===== src/rtl/tcc_pkg.sv =====
// Shared constants and types for the 16-bit counter with input capture.
package tcc_pkg;

  // Register byte addresses on the APB.
  localparam logic [7:0] TCC_CTRL_A_OFF = 8'h00;
  localparam logic [7:0] TCC_CTRL_B_OFF = 8'h04;
  localparam logic [7:0] TCC_CNT_LO_OFF = 8'h08;
  localparam logic [7:0] TCC_CNT_HI_OFF = 8'h0c;
  localparam logic [7:0] TCC_CAP_LO_OFF = 8'h10;
  localparam logic [7:0] TCC_CAP_HI_OFF = 8'h14;
  localparam logic [7:0] TCC_CMPA_LO_OFF = 8'h18;
  localparam logic [7:0] TCC_CMPA_HI_OFF = 8'h1c;
  localparam logic [7:0] TCC_CMPB_LO_OFF = 8'h20;
  localparam logic [7:0] TCC_CMPB_HI_OFF = 8'h24;
  localparam logic [7:0] TCC_MASK_OFF = 8'h28;
  localparam logic [7:0] TCC_FLAG_OFF = 8'h2c;

  // Field positions inside the control, mask and flag registers.
  localparam int TCC_B_CS_LSB = 0;
  localparam int TCC_B_WGM_LSB = 3;
  localparam int TCC_B_SRC_BIT = 5;
  localparam int TCC_B_EDGE_BIT = 6;
  localparam int TCC_B_NC_BIT = 7;
  localparam int TCC_OVF_BIT = 0;
  localparam int TCC_CAP_BIT = 5;

  // Values after reset.
  localparam logic [7:0] TCC_CTRL_RST = 8'h00;
  localparam logic [15:0] TCC_WORD_RST = 16'h0000;

  // Fixed count limits.
  localparam logic [15:0] TCC_MAX = 16'hffff;
  localparam logic [15:0] TCC_TOP_8 = 16'h00ff;
  localparam logic [15:0] TCC_TOP_9 = 16'h01ff;
  localparam logic [15:0] TCC_TOP_10 = 16'h03ff;

  // Prescaler taps, as cycle counts minus one.
  localparam logic [9:0] TCC_DIV8 = 10'h007;
  localparam logic [9:0] TCC_DIV64 = 10'h03f;
  localparam logic [9:0] TCC_DIV256 = 10'h0ff;
  localparam logic [9:0] TCC_DIV1024 = 10'h3ff;

  // Noise canceler sample count.
  localparam int TCC_NC_SAMPLES = 4;

  // Clock source choices.
  typedef enum logic [2:0] {
    TCC_CS_STOP = 3'b000,
    TCC_CS_DIV1 = 3'b001,
    TCC_CS_DIV8 = 3'b010,
    TCC_CS_DIV64 = 3'b011,
    TCC_CS_DIV256 = 3'b100,
    TCC_CS_DIV1024 = 3'b101,
    TCC_CS_EXT_FALL = 3'b110,
    TCC_CS_EXT_RISE = 3'b111
  } tcc_cs_e;

  // Whole state of the timer, registered in one place.
  typedef struct packed {
    logic [7:0] ctrl_a;
    logic [7:0] ctrl_b;
    logic [15:0] count_value;
    logic [15:0] captured_count;
    logic [15:0] cmpa;
    logic [15:0] cmpb;
    logic [7:0] hold;
    logic [7:0] snap;
    logic [7:0] mask;
    logic overflow_flag;
    logic capture_flag;
    logic count_down;
    logic [9:0] presc;
    logic ext_prev;
    logic [3:0] nc_hist;
    logic cap_level;
    logic [31:0] rdata;
    logic rerr;
  } tcc_state_s;

endpackage


===== src/rtl/tcc_timer.sv =====
// The APB slave port and the address map were chosen for this implementation.
`timescale 1ns/10ps
module tcc_timer
  import tcc_pkg::*;
(
  // Clock and reset.
  input wire logic clk,
  input wire logic rst_b,
  // APB slave.
  input wire logic psel,
  input wire logic penable,
  input wire logic pwrite,
  input wire logic [7:0] paddr,
  input wire logic [31:0] pwdata,
  output logic [31:0] prdata,
  output logic pready,
  output logic pslverr,
  // Event inputs.
  input wire logic ext_clock_pin,
  input wire logic capture_input_pin,
  input wire logic comparator_output,
  // Interrupt requests and acknowledges.
  output logic overflow_irq,
  output logic capture_irq,
  input wire logic overflow_irq_ack,
  input wire logic capture_irq_ack,
  // Count state indications.
  output logic count_at_top,
  output logic count_at_bottom
);

  // Current and next state.
  tcc_state_s state_reg;
  tcc_state_s state_next;

  // Every register of the block lives in the one state struct, so reset
  // and the clock edge touch it in a single place. The decode processes
  // below only look at the current state and the pins; the next-state
  // process then builds the whole new state from them.
  // A byte write to any upper location only loads the shared holding
  // latch, and a later lower-byte write moves latch and byte together.
  // This keeps a sixteen-bit update atomic on an eight-bit data path.
  // Software that shares the latch with an interrupt handler must keep
  // its two byte accesses together, since the latch is never saved.

  // Returns the top value for a waveform mode.
  function automatic logic [15:0] top_of(input logic [3:0] mode,
                                         input logic [15:0] ocra,
                                         input logic [15:0] icr);
    case (mode)
      // Fixed tops of eight, nine and ten bits.
      4'h1, 4'h5: top_of = TCC_TOP_8;
      4'h2, 4'h6: top_of = TCC_TOP_9;
      4'h3, 4'h7: top_of = TCC_TOP_10;
      // Compare register A sets the top.
      4'h4, 4'h9, 4'hb, 4'hf: top_of = ocra;
      // The capture register sets the top.
      4'h8, 4'ha, 4'hc, 4'he: top_of = icr;
      // Normal mode and the reserved code run to the maximum.
      default: top_of = TCC_MAX;
    endcase
  endfunction

  // True when the mode uses the capture register as its top.
  // Capture events are ignored in these modes.
  function automatic logic icr_is_top(input logic [3:0] mode);
    icr_is_top = (mode == 4'h8) || (mode == 4'ha) ||
                 (mode == 4'hc) || (mode == 4'he);
  endfunction

  // True when the mode counts up then down.
  // Overflow then falls at the bottom turn.
  function automatic logic dual_slope(input logic [3:0] mode);
    case (mode)
      4'h1, 4'h2, 4'h3, 4'h8, 4'h9, 4'ha, 4'hb: dual_slope = 1'b1;
      default: dual_slope = 1'b0;
    endcase
  endfunction

  // True when the mode clears on a top match.
  // These modes overflow only at the maximum count.
  function automatic logic ctc_mode(input logic [3:0] mode);
    ctc_mode = (mode == 4'h4) || (mode == 4'hc);
  endfunction

  // Decoded controls.
  // Four-bit waveform mode gathered from both control registers.
  logic [3:0] wave_mode;
  // Three-bit choice of the count clock.
  logic [2:0] clock_source_select;
  // Highest value of the count sequence in the current mode.
  logic [15:0] top_value;
  // One-cycle timer tick from the chosen source.
  logic tick;
  // Raw capture input after the source choice.
  logic cap_src;
  // Capture level after the optional noise filter.
  logic cap_filtered;
  // A qualified capture edge in this cycle.
  logic cap_event;
  // Access cycle of a write.
  logic wr_done;
  // Access cycle of a read.
  logic rd_done;
  // Setup cycle of any transfer.
  logic setup;

  // Split the control registers into their fields.
  always_comb begin
    wave_mode = {state_reg.ctrl_b[TCC_B_WGM_LSB +: 2],
                 state_reg.ctrl_a[1:0]};
    clock_source_select = state_reg.ctrl_b[TCC_B_CS_LSB +: 3];
    top_value = top_of(wave_mode, state_reg.cmpa,
                       state_reg.captured_count);
    // Pin or comparator as capture source.
    cap_src = state_reg.ctrl_b[TCC_B_SRC_BIT] ? comparator_output
                                              : capture_input_pin;
  end

  // APB phases; the slave answers in the first access cycle.
  // The setup cycle latches read data and the error bit.
  assign setup = psel && !penable;
  // Side effects need the access cycle, never the setup cycle.
  assign wr_done = psel && penable && pwrite;
  assign rd_done = psel && penable && !pwrite;
  // No wait states, so ready simply marks the access cycle.
  assign pready = psel && penable;
  assign prdata = state_reg.rdata;
  // Error shows only in the access cycle of an unmapped address.
  assign pslverr = psel && penable && state_reg.rerr;

  // Outputs straight from state.
  // Interrupt requests are each flag gated by its mask bit.
  assign count_at_top = (state_reg.count_value == top_value);
  assign count_at_bottom = (state_reg.count_value == TCC_WORD_RST);
  assign overflow_irq = state_reg.overflow_flag &&
                        state_reg.mask[TCC_OVF_BIT];
  assign capture_irq = state_reg.capture_flag &&
                       state_reg.mask[TCC_CAP_BIT];

  // Timer tick from the selected clock source.
  always_comb begin
    case (tcc_cs_e'(clock_source_select))
      TCC_CS_STOP: tick = 1'b0;
      // Undivided system clock.
      TCC_CS_DIV1: tick = 1'b1;
      // Prescaler taps; the prescaler rests at zero while stopped.
      TCC_CS_DIV8: tick = (state_reg.presc[2:0] == TCC_DIV8[2:0]);
      TCC_CS_DIV64: tick = (state_reg.presc[5:0] == TCC_DIV64[5:0]);
      TCC_CS_DIV256: tick = (state_reg.presc[7:0] == TCC_DIV256[7:0]);
      TCC_CS_DIV1024: tick = (state_reg.presc == TCC_DIV1024);
      // Edges of the external pin against its previous sample.
      TCC_CS_EXT_FALL: tick = state_reg.ext_prev && !ext_clock_pin;
      TCC_CS_EXT_RISE: tick = !state_reg.ext_prev && ext_clock_pin;
      // Unreachable with a three-bit field.
      default: tick = 1'b0;
    endcase
  end

  // Filtered capture level and edge detection.
  always_comb begin
    if (state_reg.ctrl_b[TCC_B_NC_BIT]) begin
      // All samples must agree before the level moves.
      if (&state_reg.nc_hist) begin
        cap_filtered = 1'b1;
      end else if (~|state_reg.nc_hist) begin
        cap_filtered = 1'b0;
      end else begin
        cap_filtered = state_reg.cap_level;
      end
    end else begin
      // Without the canceler the newest sample is the level.
      cap_filtered = state_reg.nc_hist[0];
    end
    // Edge must match the chosen polarity; off when capture is top.
    cap_event = !icr_is_top(wave_mode) &&
                (cap_filtered != state_reg.cap_level) &&
                (cap_filtered == state_reg.ctrl_b[TCC_B_EDGE_BIT]);
  end

  // Next-state logic for counter, capture, latch and registers.
  always_comb begin
    logic ovf_set;
    ovf_set = 1'b0;
    state_next = state_reg;

    // Prescaler runs while any source is chosen.
    // Holding it at zero while stopped makes the first divided tick
    // come a full period after the clock is started.
    if (clock_source_select == TCC_CS_STOP) begin
      state_next.presc = 10'h000;
    end else begin
      state_next.presc = state_reg.presc + 10'h001;
    end
    state_next.ext_prev = ext_clock_pin;

    // Counting on each tick.
    if (tick) begin
      if (dual_slope(wave_mode)) begin
        // Up to top, then back down to zero.
        if (!state_reg.count_down) begin
          // Turn at the top, or at once if the count was written above it.
          if (state_reg.count_value >= top_value) begin
            state_next.count_down = 1'b1;
            state_next.count_value = state_reg.count_value - 16'h0001;
          end else begin
            state_next.count_value = state_reg.count_value + 16'h0001;
          end
        end else if (state_reg.count_value == TCC_WORD_RST) begin
          // Turn at the bottom; this is where overflow is flagged.
          state_next.count_down = 1'b0;
          state_next.count_value = 16'h0001;
          ovf_set = 1'b1;
        end else begin
          state_next.count_value = state_reg.count_value - 16'h0001;
        end
      end else begin
        // Single slope: wrap to zero at top.
        state_next.count_down = 1'b0;
        if (state_reg.count_value == top_value) begin
          state_next.count_value = TCC_WORD_RST;
        end else begin
          state_next.count_value = state_reg.count_value + 16'h0001;
        end
        // Clear-on-match modes overflow only at the maximum.
        if (ctc_mode(wave_mode)) begin
          ovf_set = (state_reg.count_value == TCC_MAX);
        end else begin
          ovf_set = (state_reg.count_value == top_value);
        end
      end
    end

    // Capture filter history and edge tracking.
    // The history shifts every cycle; a capture copies the held count.
    state_next.nc_hist = {state_reg.nc_hist[TCC_NC_SAMPLES-2:0], cap_src};
    state_next.cap_level = cap_filtered;
    if (cap_event) begin
      state_next.captured_count = state_reg.count_value;
    end

    // Read data and error captured in the setup cycle.
    if (setup) begin
      state_next.rerr = 1'b0;
      state_next.rdata = 32'h0000_0000;
      case (paddr)
        // Control registers read back as written.
        TCC_CTRL_A_OFF: state_next.rdata[7:0] = state_reg.ctrl_a;
        TCC_CTRL_B_OFF: state_next.rdata[7:0] = state_reg.ctrl_b;
        TCC_CNT_LO_OFF: begin
          // The upper byte waits in the snapshot until the access edge.
          state_next.rdata[7:0] = state_reg.count_value[7:0];
          state_next.snap = state_reg.count_value[15:8];
        end
        TCC_CAP_LO_OFF: begin
          state_next.rdata[7:0] = state_reg.captured_count[7:0];
          state_next.snap = state_reg.captured_count[15:8];
        end
        // Upper count and capture locations read the latch.
        TCC_CNT_HI_OFF, TCC_CAP_HI_OFF:
          state_next.rdata[7:0] = state_reg.hold;
        // Compare registers read both bytes directly.
        TCC_CMPA_LO_OFF: state_next.rdata[7:0] = state_reg.cmpa[7:0];
        TCC_CMPA_HI_OFF: state_next.rdata[7:0] = state_reg.cmpa[15:8];
        TCC_CMPB_LO_OFF: state_next.rdata[7:0] = state_reg.cmpb[7:0];
        TCC_CMPB_HI_OFF: state_next.rdata[7:0] = state_reg.cmpb[15:8];
        TCC_MASK_OFF: state_next.rdata[7:0] = state_reg.mask;
        TCC_FLAG_OFF: begin
          // Only the two flag bits exist; the rest read as zero.
          state_next.rdata[TCC_OVF_BIT] = state_reg.overflow_flag;
          state_next.rdata[TCC_CAP_BIT] = state_reg.capture_flag;
        end
        // Unmapped addresses answer with an error and zero data.
        default: state_next.rerr = 1'b1;
      endcase
    end

    // Read side effect: a count or capture lower byte read fills the shared latch.
    if (rd_done && ((paddr == TCC_CNT_LO_OFF) ||
                    (paddr == TCC_CAP_LO_OFF))) begin
      state_next.hold = state_reg.snap;
    end

    // Writes take effect at the completing edge.
    if (wr_done) begin
      case (paddr)
        // Control registers take the low byte of the write data.
        TCC_CTRL_A_OFF: state_next.ctrl_a = pwdata[7:0];
        TCC_CTRL_B_OFF: state_next.ctrl_b = pwdata[7:0];
        // Every upper location writes the one shared latch.
        TCC_CNT_HI_OFF, TCC_CAP_HI_OFF, TCC_CMPA_HI_OFF,
        TCC_CMPB_HI_OFF: state_next.hold = pwdata[7:0];
        TCC_CNT_LO_OFF: begin
          // Overrides any count or clear in this cycle.
          state_next.count_value = {state_reg.hold, pwdata[7:0]};
          state_next.count_down = state_reg.count_down;
        end
        TCC_CAP_LO_OFF: begin
          // Ignored without an error outside the capture-top modes.
          if (icr_is_top(wave_mode)) begin
            state_next.captured_count = {state_reg.hold,
                                         pwdata[7:0]};
          end
        end
        // Compare registers load latch and byte together.
        TCC_CMPA_LO_OFF: state_next.cmpa = {state_reg.hold, pwdata[7:0]};
        TCC_CMPB_LO_OFF: state_next.cmpb = {state_reg.hold, pwdata[7:0]};
        TCC_MASK_OFF: state_next.mask = pwdata[7:0];
        TCC_FLAG_OFF: begin
          // Writing one clears; zero leaves the flag alone.
          if (pwdata[TCC_OVF_BIT]) begin
            state_next.overflow_flag = 1'b0;
          end
          if (pwdata[TCC_CAP_BIT]) begin
            state_next.capture_flag = 1'b0;
          end
        end
        // Unmapped writes change nothing; the error came from setup.
        default: state_next.rerr = state_reg.rerr;
      endcase
    end

    // Interrupt acknowledges clear their flag.
    // An acknowledge is a one-cycle pulse from the interrupt logic.
    if (overflow_irq_ack) begin
      state_next.overflow_flag = 1'b0;
    end
    if (capture_irq_ack) begin
      state_next.capture_flag = 1'b0;
    end

    // Hardware sets win over any clear in the same cycle.
    if (ovf_set) begin
      state_next.overflow_flag = 1'b1;
    end
    if (cap_event) begin
      state_next.capture_flag = 1'b1;
    end
  end

  // State register; all fields clear at reset so the timer is stopped.
  // Only constants appear in the reset branch, so the asynchronous
  // reset path stays free of any logic.
  always_ff @(posedge clk or negedge rst_b) begin
    if (!rst_b) begin
      state_reg <= '0;
    end else begin
      state_reg <= state_next;
    end
  end

endmodule


===== config.mk =====
export PLATFORM = sky130hd
export DESIGN_NAME = tcc_timer
export DESIGN_NICKNAME = d
export VERILOG_FILES = /design/src/rtl/tcc_pkg.sv /design/src/rtl/tcc_timer.sv
export SDC_FILE = /design/constraint.sdc
export NUM_CORES = 1
export LEC_CHECK = 0
export BUFFER_PORTS_ARGS = -buffer_cell sky130_fd_sc_hd__buf_4
export CAP_MARGIN = 20
export CORE_MARGIN = 2
export CORE_UTILIZATION = 54
export DETAILED_ROUTE_END_ITERATION = 6
export GPL_ROUTABILITY_DRIVEN = 1
export PLACE_DENSITY_LB_ADDON = 0.2
export SLEW_MARGIN = 25
export SYNTH_ARGS = -nofsm -noshare
export SYNTH_HDL_FRONTEND = slang
export SYNTH_SLANG_ARGS = --single-unit

===== constraint.sdc =====
create_clock -name clk -period 3.37 [get_ports clk]
set_clock_uncertainty 0.05 [all_clocks]
set_input_delay 0.1685 -clock clk [delete_from_list [all_inputs] [get_ports clk]]
set_output_delay 0.1685 -clock clk [all_outputs]
set_load 0.03 [all_outputs]

==> flow_metrics.py <==
metrics = {
    "flow_run": {
        "cap_violations": 0,
    },
    "clocking": {
        "clockBufferDepth": 2,
        "htreeDepth": 4,
        "clkTransAtPathRegs_ns": 0.06,
        "cts_tree": "built",
        "cts-root-buf": "clkbuf_16",
        "cts.sinks": 132,
        "cts_made_buffers": 17,
        "clk_latency_ns": 0.43,
    },
    "setup_path": {
        "path_cells": "nor2b_4 -> buf_4 -> buf_4 -> o21a_1 -> o2bb2ai_2 -> ha_1 -> and3_4 -> a221o_1 -> a22oi_2 -> a31o_2 -> o2111ai_1 -> a31oi_1 -> a21oi_1",
        "crit_path_end_kind": "flop",
        "cpMostUsedCell": "buf_4",
        "critPathMaxStageDelay_ns": 0.43,
        "cp-start-kind": "flop",
        "r2r_cells": 13,
        "cp.required_ns": 3.62,
        "path_class": "reg2reg",
        "worstPathArrival_ns": 3.57,
        "cp_slowest_cell": "a31o_2",
        "cp_max_fo": 15,
    },
    "logic_synthesis": {
        "synth_flop_cell": "dfrtp_1",
        "synth_edf_count": 0,
        "ys_warn_count": 0,
        "synth_top_area_share_pct": 40.8,
        "syn-instance-count": 855,
        "synth_common_cells": "dfrtp_1, nor2_1, a21oi_1",
        "yosys.area.top_type": "dfrtp_1",
        "syn_area_um2": 8100,
        "async_reset_ff_share_pct": 100,
        "synth_seq_area_share_pct": 40.8,
        "avgSynthCellArea_um2": 9.48,
        "yosysUniqueCellTypes": 71,
        "yosysMostFrequentCell": "dfrtp_1",
        "ys_ff_latch": 132,
        "synth_area_leaders": "dfrtp_1, mux2_2, mux2i_1",
    },
    "timing": {
        "hold_viol": 0,
        "fin_crit_sh_pct": 98.4,
        "fin_hold_ws_ns": 0.0184,
        "tns_ns": 0,
        "fin_crit_ns": 3.32,
        "report.final.slew_viol_count": 0,
        "clock.fmax_mhz": 301,
        "rsz0062_at_grt": "true",
        "tightest_slew_ns": 0.801,
        "slew_headroom_pct": 46.5,
        "setup_viol": 0,
    },
    "global_route": {
        "grt_overflow": 0,
        "grt_pass1_wl_um": 37800,
        "antenna_found_initial": 0,
        "grt_pass1_vias": 7019,
        "grt_use_total_pct": 30.5,
        "grt_max_degree": 68,
    },
    "detailed_routing": {
        "drt_iter0_drc": 645,
        "vias_per_cell": 6.50,
        "drt_wl_total_um": 24400,
        "firstDrtPassIters": 7,
        "drc": 0,
        "wire_per_inst_um": 22.0,
        "vias": 7218,
        "drtAntennaViolNets": 0,
    },
    "placed_design": {
        "place.gp.congestion": 0.999,
        "portBuffers": 39,
        "hpwl_um": 17300,
    },
    "floorplan": {
        "rows": 44,
        "die_area_um2": 16000,
        "initial_core_util_pct": 55.5,
        "die_x_um": 126,
        "core_um2": 14600,
        "ios": 88,
        "die_h_um": 126,
    },
    "power": {
        "peakVddDrop_mv": 0.390,
        "pwr-share-comb_pct": 8.7,
        "power_frac_clock_pct": 47.0,
        "p_leak_nw": 4.29,
        "swShare_pct": 25.5,
        "p_int_w": 0.00282,
        "power.density_nw_per_um2": 399,
        "p_total_w": 0.00378,
        "netSwitchingPower_w": 0.000964,
        "seqPwrFrac_pct": 44.3,
    },
    "run_status": {
        "status": "finished, final reports clean",
    },
    "finish": {
        "nNetsFinal": 986,
        "area_delta_synth_final_pct": 16.9,
        "largest_reg_flops": 118,
        "drive_above_1_share_pct": 25.4,
        "diodes": 0,
    },
    "min_path": {
        "hold_path_class": "in2reg",
        "holdPathStages": 3,
    },
}
timing repair:
item,in CTS,in global routing
pin swaps,0,13
cloned,0,1
setup buffers,0,4
endpoints found under the setup margin,2,17
hold buffers,6,0
resized for setup,2,28
hold endpoints to repair,70,0
area by class of cell:
class                           instances  area [um^2]
Timing Repair Buffer                  108          862
Tap cell                              184          230
Multi-Input combinational cell        639         4440
Fill cell                            1198         5110
Clock buffer                           20          467
Clock inverter                         11          103
Sequential cell                       132         3300
Inverter                               17         63.8
metal layers:
| metal | vias to the layer above | routed length [um] | global-route usage (%) |
|---|---|---|---|
| li1 | 3213 | - | - |
| met2 | 364 | 11500 | 49.0 |
| met3 | 82 | 1960 | 6.58 |
| met4 | 0 | 829 | 12.4 |
| met5 | - | 0 | 0 |
| met1 | 3559 | 10100 | 40.2 |
worst paths after layout:
check                           startpoint              to  slack (ns)
max                         state_reg[143]  state_reg[136]        0.05
min                        capture_irq_ack   state_reg[50]        0.02
max in group asynchronous            rst_b  state_reg[148]        2.25
max reg2reg                 state_reg[143]  state_reg[136]        0.05
min reg2reg                 state_next[37]   state_reg[37]        0.38
min in group asynchronous            rst_b   state_reg[49]        0.26
cells in the final DEF, fill, tap and decap left out, drive strengths merged, types with 9 or more instances in the layout:
master  Yosys  routed
dfrtp     132     132
buf        48     102
nor2       81      81
a21oi      63      63
mux2       60      60
nand2      57      57
o21ai      44      44
mux2i      34      34
conb        1      24
ha         21      21
a22oi      20      20
clkbuf     42      20
nand3      19      19
inv        17      19
nor3       19      19
a21o       14      14
and3       12      12
a31oi      12      12
a221oi     11      11
a22o       11      11
a211oi     10      10
nor4        9       9
critical path: cells and delay by family, from the launching register on:
family / cells / cell delay, ns
AND/OR/NAND/NOR: 2 / 0.34
adder cells (fa/ha/maj): 1 / 0.28
AO/OA/AOI/OAI: 8 / 1.86
buffers and inverters: 2 / 0.28
flip-flops: 1 / 0.38
power by group through the flow:
stage	logic (W)	clock network, W	registers [W]
floorplan	0.000212	0	0.00167
global placement	0.000304	0	0.00170
detailed placement	0.000311	0	0.00170
CTS	0.000318	0.00180	0.00167
global route	0.000357	0.00186	0.00168
finish	0.000330	0.00178	0.00167
cells by family (layout without fill, tap and decap cells):
kind of cell / Yosys count / in the layout / share of synthesized area, %
and+or+nand+nor: 250 / 250 / 15.4
other: 1 / 24 / 0.0463
buffers and inverters: 107 / 156 / 6.92
adders and majority gates: 21 / 21 / 3.24
xor gates and xnor gates: 12 / 12 / 1.30
DFF: 132 / 132 / 40.8
AOI/OAI and AO/OA: 238 / 238 / 19.7
muxes: 94 / 94 / 12.5
metrics by stage:
step	area, um^2	util, %	cells	setup slack, ns
5_1_grt	9470	64.9	1111	-0.110
4_1_cts	9310	63.8	1106	-0.00436
3_5_place_dp	8680	59.5	1069	-0.0933
3_3_place_gp	8680	59.5	1069	0.0343
2_1_floorplan	8190	-	878	0.0562
6_report	9470	64.9	1111	0.0531
Note: power is estimated with default switching activity, not from simulation.
